--- src/design/cmd_decode_cfg.svh ---
// ----------------------------------------------------------------------
// Overview of operation
// - Byte 5 bit 7 set loads bits 2..0 as the ADC reference, else kept.
// - Byte 5 bits 2..1 pick the module level: 11 4.096V down to 00 off.
// - Byte 5 bit 0 picks the reference: 1 internal module, 0 supply.
// - Edge settings change and the flag clears only when byte 6 bit 7 is set.
// - Byte 6 bit 4 set loads bit 3 as the rising-edge enable.
// - Byte 6 bit 2 set loads bit 1 as the falling-edge enable.
// - Byte 6 bit 0 set clears the detection flag unless an enabled edge lands in that cycle, 0 leaves it alone.
// - Byte 7 bit 7 set loads new pin settings from byte 8, else kept.
// - A pin-zero output in general-purpose mode drives byte 8 bit 4.
// - Byte 8 bit 3 is pin-zero direction, 1 in, used in gpio mode only.
// - Byte 8 bits 2..0: 000 gpio, 001 suspend, 010 rx LED, rest ignored.
// - Command code 0x60 in byte 0 marks the run-time settings command.
// - Settings live in volatile flops and return to defaults on reset.
// - A completed command answers 0x60 in byte 0 and 0x00 in byte 1.
// ----------------------------------------------------------------------
`ifndef CMD_DECODE_CFG_SVH
`define CMD_DECODE_CFG_SVH

// ----------------------------------------------------------------------
// Command and answer codes
// ----------------------------------------------------------------------
`define CMD_CODE 8'h60
`define RESP_OK 8'h00

// ----------------------------------------------------------------------
// Register byte offsets
// ----------------------------------------------------------------------
`define OFF_CMD0 8'h00
`define OFF_CMD1 8'h04
`define OFF_CMD2 8'h08
`define OFF_EXEC 8'h0c
`define OFF_RESP 8'h10
`define OFF_STAT 8'h14

// ----------------------------------------------------------------------
// Byte lanes and bit positions
// ----------------------------------------------------------------------
`define LANE0 2'h0
`define LANE1 2'h1
`define LANE2 2'h2
`define LANE3 2'h3
`define LOAD_B 7
`define LVL_HI 2
`define LVL_LO 1
`define SRC_B 0
`define RISE_LD_B 4
`define RISE_VAL_B 3
`define FALL_LD_B 2
`define FALL_VAL_B 1
`define CLR_B 0
`define GP_VAL_B 4
`define GP_DIR_B 3
`define DES_HI 2
`define DES_LO 0

// ----------------------------------------------------------------------
// Pin-zero designations
// ----------------------------------------------------------------------
`define DES_GPIO 3'h0
`define DES_SUSP 3'h1
`define DES_URX 3'h2

// ----------------------------------------------------------------------
// Power-up defaults
// ----------------------------------------------------------------------
`define RST_ADC 3'h0
`define RST_EDGE 2'h0
`define RST_GP0 5'h08
`define RST_RESP 16'h0000
`define RST_WORD 32'h00000000
`define STAT_PAD 20'h00000

`endif

--- src/design/cmd_decode_pkg.sv ---
package cmd_decode_pkg;
	// ADC reference selection as loaded from byte 5
	typedef struct packed {
		logic [1:0] level;
		logic internal_src;
	} adc_ref_t;

	// Edge enables of the detection module
	typedef struct packed {
		logic rise_en;
		logic fall_en;
	} edge_cfg_t;

	// Pin-zero run-time settings
	typedef struct packed {
		logic value;
		logic dir_in;
		logic [2:0] desig;
	} gp0_cfg_t;
endpackage

--- src/design/intr_edge_detect.sv ---
`timescale 1ns/1ps
`default_nettype none
module intr_edge_detect import cmd_decode_pkg::*; (
	input wire logic pclk, // Bus clock
	input wire logic presetn, // Async reset, active low
	input wire logic pin, // Detection pin, asynchronous
	input wire edge_cfg_t cfg, // Edge enables
	input wire logic clear, // Clear request pulse
	output logic flag // Sticky detection flag
);
	logic s1_q;
	logic s2_q;
	logic s3_q;
	logic flag_q;
	logic set;

	// Two-stage synchroniser plus a history stage for edges
	always_ff @(posedge pclk or negedge presetn) begin
		if (!presetn) begin
			s1_q <= 1'b0;
			s2_q <= 1'b0;
			s3_q <= 1'b0;
		end else begin
			s1_q <= pin;
			s2_q <= s1_q;
			s3_q <= s2_q;
		end
	end

	// Only the settled stages feed the edge compare
	assign set = (cfg.rise_en & s2_q & ~s3_q) |
		(cfg.fall_en & ~s2_q & s3_q);

	// Set beats clear so an edge in the clear cycle is kept
	always_ff @(posedge pclk or negedge presetn) begin
		if (!presetn) begin
			flag_q <= 1'b0;
		end else if (set) begin
			flag_q <= 1'b1;
		end else if (clear) begin
			flag_q <= 1'b0;
		end
	end

	assign flag = flag_q;
endmodule
`default_nettype wire

--- src/design/runtime_settings_cmd_decode.sv ---
// Implementation choices: the APB slave port and the placing of the registers.
`timescale 1ns/1ps
`default_nettype none
`include "cmd_decode_cfg.svh"
module runtime_settings_cmd_decode import cmd_decode_pkg::*; (
	input wire logic pclk, // Bus clock, 20 MHz
	input wire logic presetn, // Async reset, active low
	input wire logic psel, // APB select
	input wire logic penable, // APB access phase
	input wire logic pwrite, // APB direction, high for write
	input wire logic [7:0] paddr, // APB byte address
	input wire logic [31:0] pwdata, // APB write data
	output logic [31:0] prdata, // APB read data
	output logic pready, // APB ready
	output logic pslverr, // APB error, unmapped address
	input wire logic intr_pin, // Interrupt detection pin
	input wire logic gp0_in, // Pin zero input level
	input wire logic suspend_state, // Suspend level from USB logic
	input wire logic uart_rx_led, // Rx activity level from UART
	output logic gp0_out, // Pin zero output level
	output logic gp0_oe_n, // Pin zero drive enable, low drives
	output logic [1:0] adc_vrm_level, // Reference module level code
	output logic adc_ref_internal, // 1 internal module, 0 supply
	output logic intr_flag, // Sticky detection flag
	output logic cmd_done // One-cycle pulse on completion
);
	// ------------------------------------------------------------------
	// Helpers
	// ------------------------------------------------------------------
	function automatic logic [7:0] byte_sel(input logic [31:0] w,
		input logic [1:0] lane);
		byte_sel = w[{lane, 3'h0} +: 8];
	endfunction

	function automatic logic addr_ok(input logic [7:0] a);
		addr_ok = (a == `OFF_CMD0) || (a == `OFF_CMD1) ||
			(a == `OFF_CMD2) || (a == `OFF_EXEC) ||
			(a == `OFF_RESP) || (a == `OFF_STAT);
	endfunction

	// ------------------------------------------------------------------
	// State
	// ------------------------------------------------------------------
	logic [31:0] cmd0_q;
	logic [31:0] cmd1_q;
	logic [31:0] cmd2_q;
	logic [15:0] resp_q;
	adc_ref_t adc_q;
	edge_cfg_t edge_q;
	gp0_cfg_t gp0_q;
	logic gin1_q;
	logic gin2_q;
	logic pready_q;
	logic pslverr_q;
	logic [31:0] prdata_q;
	logic [31:0] rd_d;
	logic gp0_out_q;
	logic gp0_oe_n_q;
	logic gp0_out_d;
	logic gp0_oe_n_d;
	logic cmd_done_q;
	logic flag;
	logic setup;
	logic wr;
	logic exec;
	logic cmd_ok;
	logic apply;
	logic clear;
	logic [7:0] b0;
	logic [7:0] b5;
	logic [7:0] b6;
	logic [7:0] b7;
	logic [7:0] b8;

	// ------------------------------------------------------------------
	// APB slave
	// ------------------------------------------------------------------
	// Answer is always one access cycle; data is fixed at setup
	assign setup = psel & ~penable;
	assign wr = psel & penable & pready_q & pwrite;
	assign exec = wr && (paddr == `OFF_EXEC);

	// Ready and error are pulsed for the single access cycle
	always_ff @(posedge pclk or negedge presetn) begin
		if (!presetn) begin
			pready_q <= 1'b0;
			pslverr_q <= 1'b0;
		end else begin
			pready_q <= setup;
			pslverr_q <= setup & ~addr_ok(paddr);
		end
	end

	// Read mux; status reflects the state one cycle before the access
	always_comb begin
		rd_d = `RST_WORD;
		unique case (paddr)
			`OFF_CMD0: rd_d = cmd0_q;
			`OFF_CMD1: rd_d = cmd1_q;
			`OFF_CMD2: rd_d = cmd2_q;
			`OFF_RESP: rd_d = {16'h0000, resp_q};
			`OFF_STAT: rd_d = {`STAT_PAD, gin2_q, gp0_q, flag,
				edge_q, adc_q};
			default: rd_d = `RST_WORD;
		endcase
	end

	always_ff @(posedge pclk or negedge presetn) begin
		if (!presetn) begin
			prdata_q <= `RST_WORD;
		end else if (setup) begin
			prdata_q <= pwrite ? `RST_WORD : rd_d;
		end
	end

	// Command report words; bytes 0..3, 4..7 and 8
	always_ff @(posedge pclk or negedge presetn) begin
		if (!presetn) begin
			cmd0_q <= `RST_WORD;
			cmd1_q <= `RST_WORD;
			cmd2_q <= `RST_WORD;
		end else if (wr) begin
			if (paddr == `OFF_CMD0) cmd0_q <= pwdata;
			if (paddr == `OFF_CMD1) cmd1_q <= pwdata;
			if (paddr == `OFF_CMD2) cmd2_q <= pwdata;
		end
	end

	// ------------------------------------------------------------------
	// Command decode
	// ------------------------------------------------------------------
	assign b0 = byte_sel(cmd0_q, `LANE0);
	assign b5 = byte_sel(cmd1_q, `LANE1);
	assign b6 = byte_sel(cmd1_q, `LANE2);
	assign b7 = byte_sel(cmd1_q, `LANE3);
	assign b8 = byte_sel(cmd2_q, `LANE0);
	assign cmd_ok = (b0 == `CMD_CODE);
	assign apply = exec & cmd_ok;
	assign clear = apply & b6[`LOAD_B] & b6[`CLR_B];

	// ADC reference; plain flops so reset restores defaults
	always_ff @(posedge pclk or negedge presetn) begin
		if (!presetn) begin
			adc_q <= `RST_ADC;
		end else if (apply && b5[`LOAD_B]) begin
			adc_q.level <= b5[`LVL_HI:`LVL_LO];
			adc_q.internal_src <= b5[`SRC_B];
		end
	end

	// Edge enables, each behind its own load bit
	always_ff @(posedge pclk or negedge presetn) begin
		if (!presetn) begin
			edge_q <= `RST_EDGE;
		end else if (apply && b6[`LOAD_B]) begin
			if (b6[`RISE_LD_B]) edge_q.rise_en <= b6[`RISE_VAL_B];
			if (b6[`FALL_LD_B]) edge_q.fall_en <= b6[`FALL_VAL_B];
		end
	end

	// Pin zero; unknown designations keep the old one
	always_ff @(posedge pclk or negedge presetn) begin
		if (!presetn) begin
			gp0_q <= `RST_GP0;
		end else if (apply && b7[`LOAD_B]) begin
			gp0_q.value <= b8[`GP_VAL_B];
			gp0_q.dir_in <= b8[`GP_DIR_B];
			if (b8[`DES_HI:`DES_LO] <= `DES_URX)
				gp0_q.desig <= b8[`DES_HI:`DES_LO];
		end
	end

	// Answer words and completion pulse
	always_ff @(posedge pclk or negedge presetn) begin
		if (!presetn) begin
			resp_q <= `RST_RESP;
			cmd_done_q <= 1'b0;
		end else begin
			cmd_done_q <= apply;
			if (apply) resp_q <= {`RESP_OK, `CMD_CODE};
		end
	end

	// ------------------------------------------------------------------
	// Pin zero and detection
	// ------------------------------------------------------------------
	// Pin input is asynchronous, so it is synchronised before status
	always_ff @(posedge pclk or negedge presetn) begin
		if (!presetn) begin
			gin1_q <= 1'b0;
			gin2_q <= 1'b0;
		end else begin
			gin1_q <= gp0_in;
			gin2_q <= gin1_q;
		end
	end

	// Direction only matters in gpio mode; alternates always drive
	always_comb begin
		gp0_out_d = 1'b0;
		gp0_oe_n_d = 1'b1;
		unique case (gp0_q.desig)
			`DES_GPIO: begin
				gp0_out_d = gp0_q.value;
				gp0_oe_n_d = gp0_q.dir_in;
			end
			`DES_SUSP: begin
				gp0_out_d = suspend_state;
				gp0_oe_n_d = 1'b0;
			end
			`DES_URX: begin
				gp0_out_d = uart_rx_led;
				gp0_oe_n_d = 1'b0;
			end
			default: begin
				gp0_out_d = 1'b0;
				gp0_oe_n_d = 1'b1;
			end
		endcase
	end

	// Registered pin drive keeps outputs glitch free
	always_ff @(posedge pclk or negedge presetn) begin
		if (!presetn) begin
			gp0_out_q <= 1'b0;
			gp0_oe_n_q <= 1'b1;
		end else begin
			gp0_out_q <= gp0_out_d;
			gp0_oe_n_q <= gp0_oe_n_d;
		end
	end

	intr_edge_detect u_detect (
		.pclk(pclk),
		.presetn(presetn),
		.pin(intr_pin),
		.cfg(edge_q),
		.clear(clear),
		.flag(flag)
	);

	// ------------------------------------------------------------------
	// Outputs
	// ------------------------------------------------------------------
	assign prdata = prdata_q;
	assign pready = pready_q;
	assign pslverr = pslverr_q;
	assign gp0_out = gp0_out_q;
	assign gp0_oe_n = gp0_oe_n_q;
	assign adc_vrm_level = adc_q.level;
	assign adc_ref_internal = adc_q.internal_src;
	assign intr_flag = flag;
	assign cmd_done = cmd_done_q;
endmodule
`default_nettype wire

--- config.mk ---
export PLATFORM = sky130hd
export DESIGN_NAME = runtime_settings_cmd_decode
export DESIGN_NICKNAME = d
export VERILOG_FILES = /design/src/design/cmd_decode_pkg.sv /design/src/design/intr_edge_detect.sv /design/src/design/runtime_settings_cmd_decode.sv
export VERILOG_INCLUDE_DIRS = /design/src /design/src/design
export SDC_FILE = /design/constraint.sdc
export NUM_CORES = 1
export LEC_CHECK = 0
export BUFFER_PORTS_ARGS = -buffer_cell sky130_fd_sc_hd__buf_2
export CAP_MARGIN = 10
export CORE_UTILIZATION = 30
export CTS_CLUSTER_SIZE = 28
export DETAILED_ROUTE_END_ITERATION = 10
export REMOVE_ABC_BUFFERS = 1
export SETUP_SLACK_MARGIN = 0.3
export SKIP_CTS_REPAIR_TIMING = 1
export SLEW_MARGIN = 20
export SYNTH_ARGS = -nofsm -noshare
export SYNTH_HDL_FRONTEND = slang
export SYNTH_SLANG_ARGS = --single-unit
--- constraint.sdc ---
create_clock -name pclk -period 1.9 [get_ports pclk]
set_input_delay 0.38 -clock pclk [delete_from_list [all_inputs] [get_ports pclk]]
set_output_delay 0.38 -clock pclk [all_outputs]
set_load 0.05 [all_outputs]
# Yosys cells after proc, flatten, opt, wreduce, memory -nomap -nowiden

Cells that the tools add are included.
Widths: inputs -> output; s select.

Register bits after elaboration: 150
Output and inout port bits: 41
Bits of input ports: 49
Word-level logic and storage cells: 74

Muxes and demuxes: 6
Equal/unequal tests: 8
Reductions and logical operators: 19
$lt $le $gt $ge: 1
Bitwise gates (word level): 17

Operators with widths:

| cell               | number |
|---|---|
| $pmux 32 s5        | 1 |
| $mux 32            | 1 |
| $eq 8x4->1 const B | 2 |
| $eq 8x5->1 const B | 2 |
| $and 1x1->1        | 12 |
| $reduce_and 2->1   | 6 |
| $eq 8x3->1 const B | 1 |
| $eq 8x7->1 const B | 1 |
| $logic_not 8->1    | 1 |
| $logic_or 1x1->1   | 5 |
| $logic_and 1x1->1  | 4 |
| $not 1->1          | 4 |
| $eq 3x1->1 const B | 1 |
| $eq 3x2->1 const B | 1 |
| $le 3x2->1 const B | 1 |
| $logic_not 3->1    | 1 |
| $pmux 1 s3         | 1 |
| $mux 1             | 2 |
| $pmux 1 s2         | 1 |
| $reduce_bool 2->1  | 1 |
| $reduce_or 2->1    | 1 |
| $or 1x1->1         | 1 |

# Depth between registers and ports, before layout

Gate-level depths: netlist (run 1).

Depth after elaboration: 9
Mapped depth: 7
Gate-level depth less buffers: 4

# Modules after synthesis

A second synthesis (run 1) with hierarchy kept.

Cell total of the unflattened synthesis: 469
Area, all modules: 6575.1 um^2

By module, submodules not included:

| module                      | area an instance (um^2) | instances | seq. area each (um^2) | cells each |
|---|---|---|---|---|
| runtime_settings_cmd_decode | 6444.9                  | 1         | 3656.0                | 461 |
| intr_edge_detect            | 130.1                   | 1         | 100.1                 | 8 |

# Least setup slack after synthesis (run 1)

Ideal clock, no wire load.

Kind: register to register
From: register pready_q, in the netlist pready
To: register cmd0_q[0]
Setup time: 0.127 ns
Path buffers: 2
Data required time: 1.773 ns
Period minus slack after synthesis: 2.070 ns
Data arrival time: 1.942 ns
Setup slack: -0.170 ns
Stages on the path, launching flop included: 6
Cell sequence: dfrtp_1 -> nand4_1 -> or4_1 -> buf_2 -> buf_6 -> mux2_1

Word-level cells in the longest chain between the ends: 3

Ends and longest elaborated chain:

| item                              | RTL line                           | RTL |
|---|---|---|
| start: declaration                | runtime_settings_cmd_decode.sv:53  | `logic pready_q;` |
| start signal: assignment          | runtime_settings_cmd_decode.sv:89  | `pready_q <= setup;` |
| $and 1x1->1 (2 in series)         | runtime_settings_cmd_decode.sv:80  | `assign wr = psel & penable & pready_q & pwrite;` |
| $reduce_and 2->1 (no source line) | --                                 |  |
| end signal: assignment            | runtime_settings_cmd_decode.sv:119 | `` cmd0_q <= `RST_WORD; `` |
| end signal: assignment            | runtime_settings_cmd_decode.sv:123 | `` if (paddr == `OFF_CMD0) cmd0_q <= pwdata; `` |
| end: declaration                  | runtime_settings_cmd_decode.sv:44  | `logic [31:0] cmd0_q;` |

Every way passes these cells.
A chain may end at the register's enable or synchronous reset.

# Worst setup path in the final report (run 1)

From: register cmd0_q[4]
To: register adc_q, in the netlist adc_vrm_level[0]

Word-level cells in the longest chain between the ends: 3

Ends and longest elaborated chain:

| item                        | RTL line                           | RTL |
|---|---|---|
| $eq 8x7->1 (no source line) | --                                 |  |
| $and 1x1->1                 | runtime_settings_cmd_decode.sv:138 | `assign apply = exec & cmd_ok;` |
| $logic_and 1x1->1           | runtime_settings_cmd_decode.sv:145 | `` end else if (apply && b5[`LOAD_B]) begin `` |
| end signal: assignment      | runtime_settings_cmd_decode.sv:144 | `` adc_q <= `RST_ADC; `` |
| end: declaration            | runtime_settings_cmd_decode.sv:48  | `adc_ref_t adc_q;` |

Every way passes these cells.

==> metrics.md, run 1 <==
| Metric | Value |
|---|---|
| CP Capture Type | flip-flop |
| Dominant synthesized flop cell | dfrtp_1 |
| Worst slew pin tran | 549 ps |
| Placed inst area | 7470 sq um |
| Post-DRT Antenna Nets | 0 |
| Leak | 4.27 nW |
| Main combinational cell family by area after synthesis | multiplexers |
| GR Overflow Total | 0 |
| Final worst slack | -96.9 ps |
| Fillers | 1,952 |
| Chip Height | 148 um |
| Synth top area cells | dfrtp_1 58%, mux2_2 17%, mux2i_1 3.3% |
| Pwr Total | 7.03 mW |
| Skew final | 11.3 ps |
| Ys async rst share | 1.00 |
| Synth Area in Compound Gates | 0.0931 |
| Fin area | 8370 sq um |
| Tcrit/Tclk final | 1.05 |
| H-tree depth | 4 |
| Number of vias per cell | 5.07 |
| FF-to-FF setup slack | -100 ps |
| Worst hold path class | input port to flip-flop |
| Final Hold Vio Count | 0 |
| Number of synthesized flops with an enable pin | 0 |
| CP Class | flip-flop to flip-flop |
| Std-Cell Rows | 53 |
| Mapped Area | 6430 sq um |
| Largest net degree at the start of global routing | 43 |
| F_max | 501 MHz |
| Final min period | 2000 ps |
| DRT Pass-1 Iters | 4 |
| RSZ-0062 raised after global routing | yes |
| Final Max Slew Viols | 0 |
| Max-slew headroom | 0.633 |
| # IOs | 90 |
| Area share of the largest cell type after synthesis | 0.576 |
| Total clock sinks | 150 |
| Starting Density | 0.306 |
| Startpoint Class | flip-flop |
| Crit path max fanout | 3 |
| Layout Nets | 642 |
| Syn Area/Cell | 13.7 sq um |
| CP required | 2190 ps |
| Post-synthesis simple-gate area fraction | 0.0681 |
| Core box area | 21,000 sq um |
| Worst-Skew Late Latency | 420 ps |
| FF+latch area | 3760 sq um |
| Total die area | 22,000 sq um |
| Vias | 4,470 |
| Hpwl dp | 11.3 mm |
| Routed WL | 17.6 mm |
| VDD IR max | 0.694 mV |
| Port Buffer Count | 89 |
| Endpoints failing setup | 9 |
| Crit path DAT | 2290 ps |
| Clock root buffer | clkbuf_16 |
| #FFs+latches synth | 150 |
| Area of the multi-input gates | 2690 sq um |
| Post-synthesis xor/xnor area fraction | 0 |
| Pwr per Cell Area | 840 nW/um^2 |
| Fin Hold WS | 86.7 ps |
| Clk buf depth | 2 |
| CTS tree | done |
| Tot GR Track Use | 0.160 |
| Initial antenna violation count | 2 |
| Final TNS setup | -602 ps |
| P&R area growth vs syn | 30.1% |
| First-pass GRT wire length | 26.5 mm |
| Routed WL per cell | 19.9 um |
| Mapped Cells | 470 |
| Clk slew on worst S/H paths | 60 ps |
| Unique masters post-synth | 49 |
| Synth area leader | dfrtp_1 |
| Register area share after synthesis | 0.584 |
| Yosys warning total | 0 |
| Adder-cell share of the synthesized area | 0 |
| GPL Wtd Cong | 0.804 |
| Vias in the first global route | 4,772 |
| Drt drc | 0 |
| DIE WIDTH | 148 um |
| Dpl ws | -116 ps |
| Failing checks | setup timing |
| Clock buffer count from CTS | 17 |
| Mux share of post-synthesis cell area | 0.230 |
| DRT iter0 DRCs | 220 |
| Max_cap viols | 0 |
| Outcome | finished, violations left |
| Layout cells sized above 1 | 0.477 |
## per-layer routing
layer,vias up,track usage,part of all wire
li1,1985,-,-
met1,2331,0.196,0.44
met2,135,0.277,0.50
met3,17,0.0399,0.048
met4,2,0.0454,0.0073
met5,-,0,0.00051
## metrics by stage
| stage | util | instances |
|---|---|---|
| after global routing | 0.398 | 882 |
| after detailed placement | 0.355 | 843 |
| after floorplan | - | 439 |
| final | 0.398 | 882 |
| after global placement | 0.355 | 843 |
| after CTS | 0.385 | 875 |
## layout by cell type (no fill, tap or decap), types with 3 or more instances in the layout
cell / Yosys / final
a2bb2oi_1: 20 / 20
nor2b_1: 4 / 4
mux2_2: 95 / 68
mux2_4: 3 / 38
clkbuf_8: 0 / 5
buf_6: 3 / 3
and3_1: 3 / 3
buf_4: 0 / 32
clkinv_2: 0 / 4
buf_12: 0 / 7
bufinv_16: 0 / 3
mux2i_1: 21 / 21
nand2_1: 25 / 25
nand4_1: 4 / 4
dfrtp_1: 148 / 148
a22oi_1: 15 / 15
buf_2: 10 / 88
nor2_1: 10 / 10
nand3_1: 3 / 3
o21ai_0: 22 / 22
o22ai_1: 5 / 5
a22o_1: 5 / 5
clkbuf_16: 0 / 19
a221o_1: 7 / 7
## where the power goes
part	total (mW)	switching, mW	internal (mW)
combinational	0.308	0.196	0.112
sequential	3.22	0.00901	3.21
clock	3.50	1.27	2.24
total	7.03	1.47	5.56
## layout make-up
cell class,instances,share of cell area
Inverter,2,0.000896
Clock inverter,8,0.0142
Antenna cell,1,0.000299
Multi-Input combinational cell,287,0.321
Tap cell,275,0.0411
Sequential cell,150,0.449
Timing Repair Buffer,135,0.114
Clock buffer,24,0.0599
## cells by family after synthesis
group | after synthesis
flops | 150
mux | 131
compound gates | 82
simple gates | 74
buf+inv | 33
## critical path, stage by stage (launching register included)
cell,delay [ps]
dfrtp_1,370
or4_4,540
nor4_4,340
buf_4,180
nand3_4,110
mux2_4,330
## path summary, 6_finish.rpt
check	startpoint	end	depth (start not counted)
hold / removal	intr_pin	u_detect.s1_q$_DFF_PN0_	1
min in group asynchronous	presetn	cmd2_q[5]$_DFFE_PN0P_	2
hold reg to reg	gin1_q$_DFF_PN0_	gin2_q$_DFF_PN0_	0
setup reg to reg	cmd0_q[4]$_DFFE_PN0P_	adc_vrm_level[0]$_DFFE_PN0P_	5
setup / recovery	cmd0_q[4]$_DFFE_PN0P_	adc_vrm_level[0]$_DFFE_PN0P_	5
max in group asynchronous	presetn	pready$_DFF_PN0_	3
## synth_stat cells, types with 2 or more instances
master     instances
and2_1             2
nor4bb_1           2
nand2_1           25
buf_6              3
nand3_2            2
nor2_1            10
nand2b_1           3
mux2_2            95
a21oi_1            3
clkbuf_1          17
nor2b_1            4
a22o_1             5
inv_1              2
nand4_1            4
and3_1             3
mux2i_1           21
o22ai_1            5
dfrtp_1          148
nand3_1            3
a22oi_1           15
mux4_2             2
mux2_1            10
mux2_4             3
buf_2             10
dfstp_2            2
nand3b_1           2
a221o_1            7
a2bb2oi_1         20
o21ai_0           22
## state kept, by name, summed over array words and instances (netlist names), 2 cells and up
signal	cells
edge_q	2
cmd1_q	32
adc_vrm_level	2
prdata	32
cmd0_q	32
cmd2_q	32
gp0_q	5
Power figures use the tool's default switching activity.
==> run 2, diff against run 1 <==
CORE_UTILIZATION = 52   (was 30)
PLACE_DENSITY = 0.76   (was default)
==> metrics.md, run 2 (synthesis results as in run 1) <==
| Metric | Value |
|---|---|
| Leading cell types in the layout, fill and taps excluded | 148 x dfrtp_1, 88 x buf_2, 68 x mux2_4 |
| Number of vias per cell | 5.84 |
| Drt drc | 0 |
| First-pass GRT wire length | 24.4 mm |
| R2R Path Start | cmd0_q[1]$_DFFE_PN0P_ |
| CP Capture Type | flip-flop |
| H-tree depth | 4 |
| VDD IR max | 0.659 mV |
| Vias | 4,541 |
| Clk buf depth | 2 |
| Worst slew pin tran | 469 ps |
| Total clock sinks | 150 |
| Clock root buffer | clkbuf_16 |
| Fin util | 0.704 |
| Seq pwr share | 0.446 |
| Clk slew on worst S/H paths | 60 ps |
| Tot GR Track Use | 0.253 |
| Combinational Power Share | 0.042 |
| P_sw | 1.50 mW |
| Buffers and inverters on the worst path | 1 |
| Layout Nets | 645 |
| F_max | 499 MHz |
| Total die area | 12,800 sq um |
| Startpoint Class | flip-flop |
| Clock buffer count from CTS | 17 |
| GPL Wtd Cong | 0.850 |
| CTS tree | done |
| Number of antenna diodes | 0 |
| DIE WIDTH | 113 um |
| Starting Density | 0.534 |
| Crit path max fanout | 3 |
| Hpwl dp | 9.89 mm |
| Final Max Slew Viols | 0 |
| Post-DRT Antenna Nets | 0 |
| Net Sw Frac | 0.208 |
| Crit path largest cell delay | 560 ps |
| Port Buffer Count | 89 |
| RSZ-0062 raised after global routing | yes |
| Chip Height | 113 um |
| Layout cells sized above 1 | 0.486 |
| Inst Count DP | 735 |
| CP required | 2210 ps |
| Max-slew headroom | 0.683 |
| DRT iter0 DRCs | 292 |
| CP top delay family | simple AND/OR/NAND/NOR gates |
| Routed WL per cell | 21.5 um |
| Power share of the clock group | 0.512 |
| CP Class | flip-flop to flip-flop |
| Largest net degree at the start of global routing | 43 |
| Pwr per Cell Area | 852 nW/um^2 |
| Core box area | 12,100 sq um |
| Crit path DAT | 2310 ps |
| Initial antenna violation count | 0 |
| Pwr Total | 7.23 mW |
| P&R area growth vs syn | 31.9% |
| P_int | 5.72 mW |
| Slowest CP cell | or4_4 |
| Max_cap viols | 0 |
| Failing checks | setup timing |
| Tcrit/Tclk final | 1.05 |
| Outcome | finished, violations left |
| HP Start | intr_pin |
| Routed WL | 16.7 mm |
| Final TNS setup | -771 ps |
| Final min period | 2000 ps |
| Endpoints failing setup | 11 |
| Fillers | 812 |
| CP Cell Sequence | or4_4, nor4_4, buf_4, nand4_1, mux2_4 |
| Std-Cell Rows | 40 |
| Vias in the first global route | 4,683 |
| GR Overflow Total | 0 |
| Final Hold Vio Count | 0 |
| Critical path startpoint | cmd0_q[1]$_DFFE_PN0P_ |
| Commonest non-fill, non-tap cell in the layout | dfrtp_1 |
| Worst hold path class | input port to flip-flop |
| Worst-Skew Late Latency | 430 ps |
| Final worst slack | -103 ps |
| Leak | 4.43 nW |
| Non-Filler Instances | 777 |
| # IOs | 90 |
| DRT Pass-1 Iters | 4 |
| Skew final | 7.53 ps |
run 2: path summary, 6_finish.rpt:
check                      slack (ps)                       to  cells after the start
setup / recovery                 -100    edge_q[0]$_DFFE_PN0P_                      5
max in group asynchronous         830       gp0_oe_n$_DFF_PN1_                      3
setup reg to reg                 -100    edge_q[0]$_DFFE_PN0P_                      5
hold / removal                     60  u_detect.s1_q$_DFF_PN0_                      1
min in group asynchronous         410    prdata[5]$_DFFE_PN0P_                      2
hold reg to reg                   340         gin2_q$_DFF_PN0_                      0
run 2: stage by stage:
| step | instance area (sq um) | hold slack (ps) | setup WS [ps] |
|---|---|---|---|
| floorplan | 6280 | 84.4 | -767 |
| global placement | 7320 | 286 | -36.5 |
| detailed placement | 7320 | 292 | -81.9 |
| CTS | 7970 | -160 | -91.8 |
| global route | 8490 | 45.0 | -152 |
| finish | 8490 | 56.9 | -103 |
run 2: area by class of cell:
cell class | count | area [sq um] | area share
Inverter | 2 | 7.51 | 0.000885
Tap cell | 168 | 210 | 0.0248
Clock buffer | 20 | 457 | 0.0538
Sequential cell | 150 | 3760 | 0.443
Clock inverter | 12 | 200 | 0.0236
Multi-Input combinational cell | 287 | 2820 | 0.332
Timing Repair Buffer | 138 | 1040 | 0.123
run 2: power groups by stage:
stage | Combinational, mW | Sequential [mW] | Clock (mW)
2_1_floorplan | 0.0596 | 3.29 | 0
3_3_place_gp | 0.287 | 3.28 | 0
3_5_place_dp | 0.295 | 3.28 | 0
4_1_cts | 0.297 | 3.22 | 3.74
5_1_grt | 0.333 | 3.22 | 3.89
6_report | 0.306 | 3.22 | 3.70
run 2: per-layer routing:
layer	global-route usage	routed length, um	vias to the layer above
met5	0	0	-
met4	0.110	384	0
met3	0.0632	1100	30
met2	0.413	8320	175
met1	0.321	6910	2348
li1	-	-	1988
==> run 3, diff against run 2 <==
CORE_ASPECT_RATIO = 0.9   (was default)
==> metrics.md, run 3 (synthesis results as in run 1) <==
| Metric | Value |
|---|---|
| Outcome | finished, violations left |
| Failing checks | setup timing |
| Endpoints failing setup | 9 |
| Clk buf depth | 2 |
| CP Cell Sequence | or4_4, nor4_4, buf_4, nand3_4, mux2_4 |
| P_int | 5.12 mW |
| Routed WL per cell | 21.1 um |
| Clock root buffer | clkbuf_16 |
| Drt drc | 0 |
| Leading cell types in the layout, fill and taps excluded | 148 x dfrtp_1, 88 x buf_2, 68 x mux2_4 |
| Skew final | 7.12 ps |
| Total clock sinks | 150 |
| Port Buffer Count | 89 |
| Crit path largest cell delay | 550 ps |
| Tot GR Track Use | 0.259 |
| FF-to-FF setup slack | -90 ps |
| Max_cap viols | 0 |
| Crit path DAT | 2290 ps |
| Startpoint Class | flip-flop |
| Final Max Slew Viols | 0 |
| Final TNS setup | -582 ps |
| DIE WIDTH | 119 um |
| Starting Density | 0.533 |
| # IOs | 90 |
| RSZ-0062 raised after global routing | yes |
| Final Hold Vio Count | 0 |
| Slowest CP cell | or4_4 |
| Worst-Skew Late Latency | 420 ps |
| Fin util | 0.682 |
| Clock buffer count from CTS | 17 |
| VDD IR max | 0.593 mV |
| Initial antenna violation count | 2 |
| Pwr per Cell Area | 799 nW/um^2 |
| Final min period | 1990 ps |
| DRT iter0 DRCs | 266 |
| Worst hold path class | input port to flip-flop |
| Worst slew pin tran | 442 ps |
| F_max | 502 MHz |
| Core box area | 12,100 sq um |
| Vias in the first global route | 4,702 |
| Number of vias per cell | 5.79 |
| Fin Hold WS | 62.7 ps |
| CP Class | flip-flop to flip-flop |
| Clk slew on worst S/H paths | 60 ps |
| Tcrit/Tclk final | 1.05 |
| Leak | 4.33 nW |
| Buffers and inverters on the worst path | 1 |
| GR Overflow Total | 0 |
| Net Sw Frac | 0.222 |
| Routed WL | 16.1 mm |
| H-tree depth | 4 |
| CTS tree | done |
| Combinational Power Share | 0.047 |
| P_sw | 1.46 mW |
| Seq pwr share | 0.489 |
| First-pass GRT wire length | 24.7 mm |
| Dpl ws | -74.5 ps |
| GPL Wtd Cong | 0.865 |
| Inst Count DP | 727 |
| Largest net degree at the start of global routing | 44 |
| Power share of the clock group | 0.464 |
| Vias | 4,423 |
| Std-Cell Rows | 38 |
| DRT Pass-1 Iters | 5 |
| Pwr Total | 6.59 mW |
| Hpwl dp | 10.2 mm |
| Placed inst area | 7310 sq um |
| Max-slew headroom | 0.705 |
| Layout cells sized above 1 | 0.473 |
| Fin area | 8240 sq um |
| Crit path max fanout | 4 |
| Total die area | 12,800 sq um |
| P&R area growth vs syn | 28.1% |
| Chip Height | 108 um |
| Post-DRT Antenna Nets | 0 |
| Final worst slack | -91.2 ps |
| Commonest non-fill, non-tap cell in the layout | dfrtp_1 |
| Non-Filler Instances | 764 |
| CP Capture Type | flip-flop |
| CP required | 2200 ps |
| CP top delay family | simple AND/OR/NAND/NOR gates |
| Layout Nets | 639 |
## run 3: changes by cell type in the layout (fill, tap and decap cells not counted), sizes merged
cell,delta
bufinv,-5
buf,-4
clkbuf,+2
clkinv,+2
clkinvlp,-1
diode,+1
## run 3: cell type report
type,count,area (sq um)
fill,825,3840
sequential,150,3760
multi-input combinational,287,2790
timing repair buffer,132,941
clock buffer,24,492
tap,160,200
clock inverter,8,48.8
inverter,2,7.51
antenna,1,2.50
## run 3: power by group through the flow
| stage | Combinational (mW) | Clock, mW | Sequential (mW) |
|---|---|---|---|
| 6_report | 0.308 | 3.06 | 3.22 |
| 4_1_cts | 0.300 | 3.10 | 3.22 |
| 3_5_place_dp | 0.298 | 0 | 3.28 |
| 2_1_floorplan | 0.0596 | 0 | 3.29 |
| 3_3_place_gp | 0.288 | 0 | 3.28 |
| 5_1_grt | 0.335 | 3.23 | 3.22 |
## run 3: path summary, 6_finish.rpt
path / start / endpoint / depth (start not counted)
hold / removal: intr_pin / u_detect.s1_q$_DFF_PN0_ / 1
min in group asynchronous: presetn / cmd2_q[11]$_DFFE_PN0P_ / 2
hold reg to reg: gin1_q$_DFF_PN0_ / gin2_q$_DFF_PN0_ / 0
max in group asynchronous: presetn / u_detect.s3_q$_DFF_PN0_ / 3
setup reg to reg: cmd0_q[1]$_DFFE_PN0P_ / adc_ref_internal$_DFFE_PN0P_ / 5
setup / recovery: cmd0_q[1]$_DFFE_PN0P_ / adc_ref_internal$_DFFE_PN0P_ / 5
## run 3: worst reg2reg max path, stage by stage (launching register included)
cell and delay [ps]:
dfrtp_1 390, or4_4 550, nor4_4 300, buf_4 200, nand3_4 110, mux2_4 320
## run 3: routing by layer
layer | track usage | wire length (um) | vias up
li1 | - | - | 1981
met1 | 0.328 | 7020 | 2267
met2 | 0.422 | 7750 | 144
met3 | 0.0731 | 902 | 31
met4 | 0.104 | 414 | 0
met5 | 0 | 0 | -
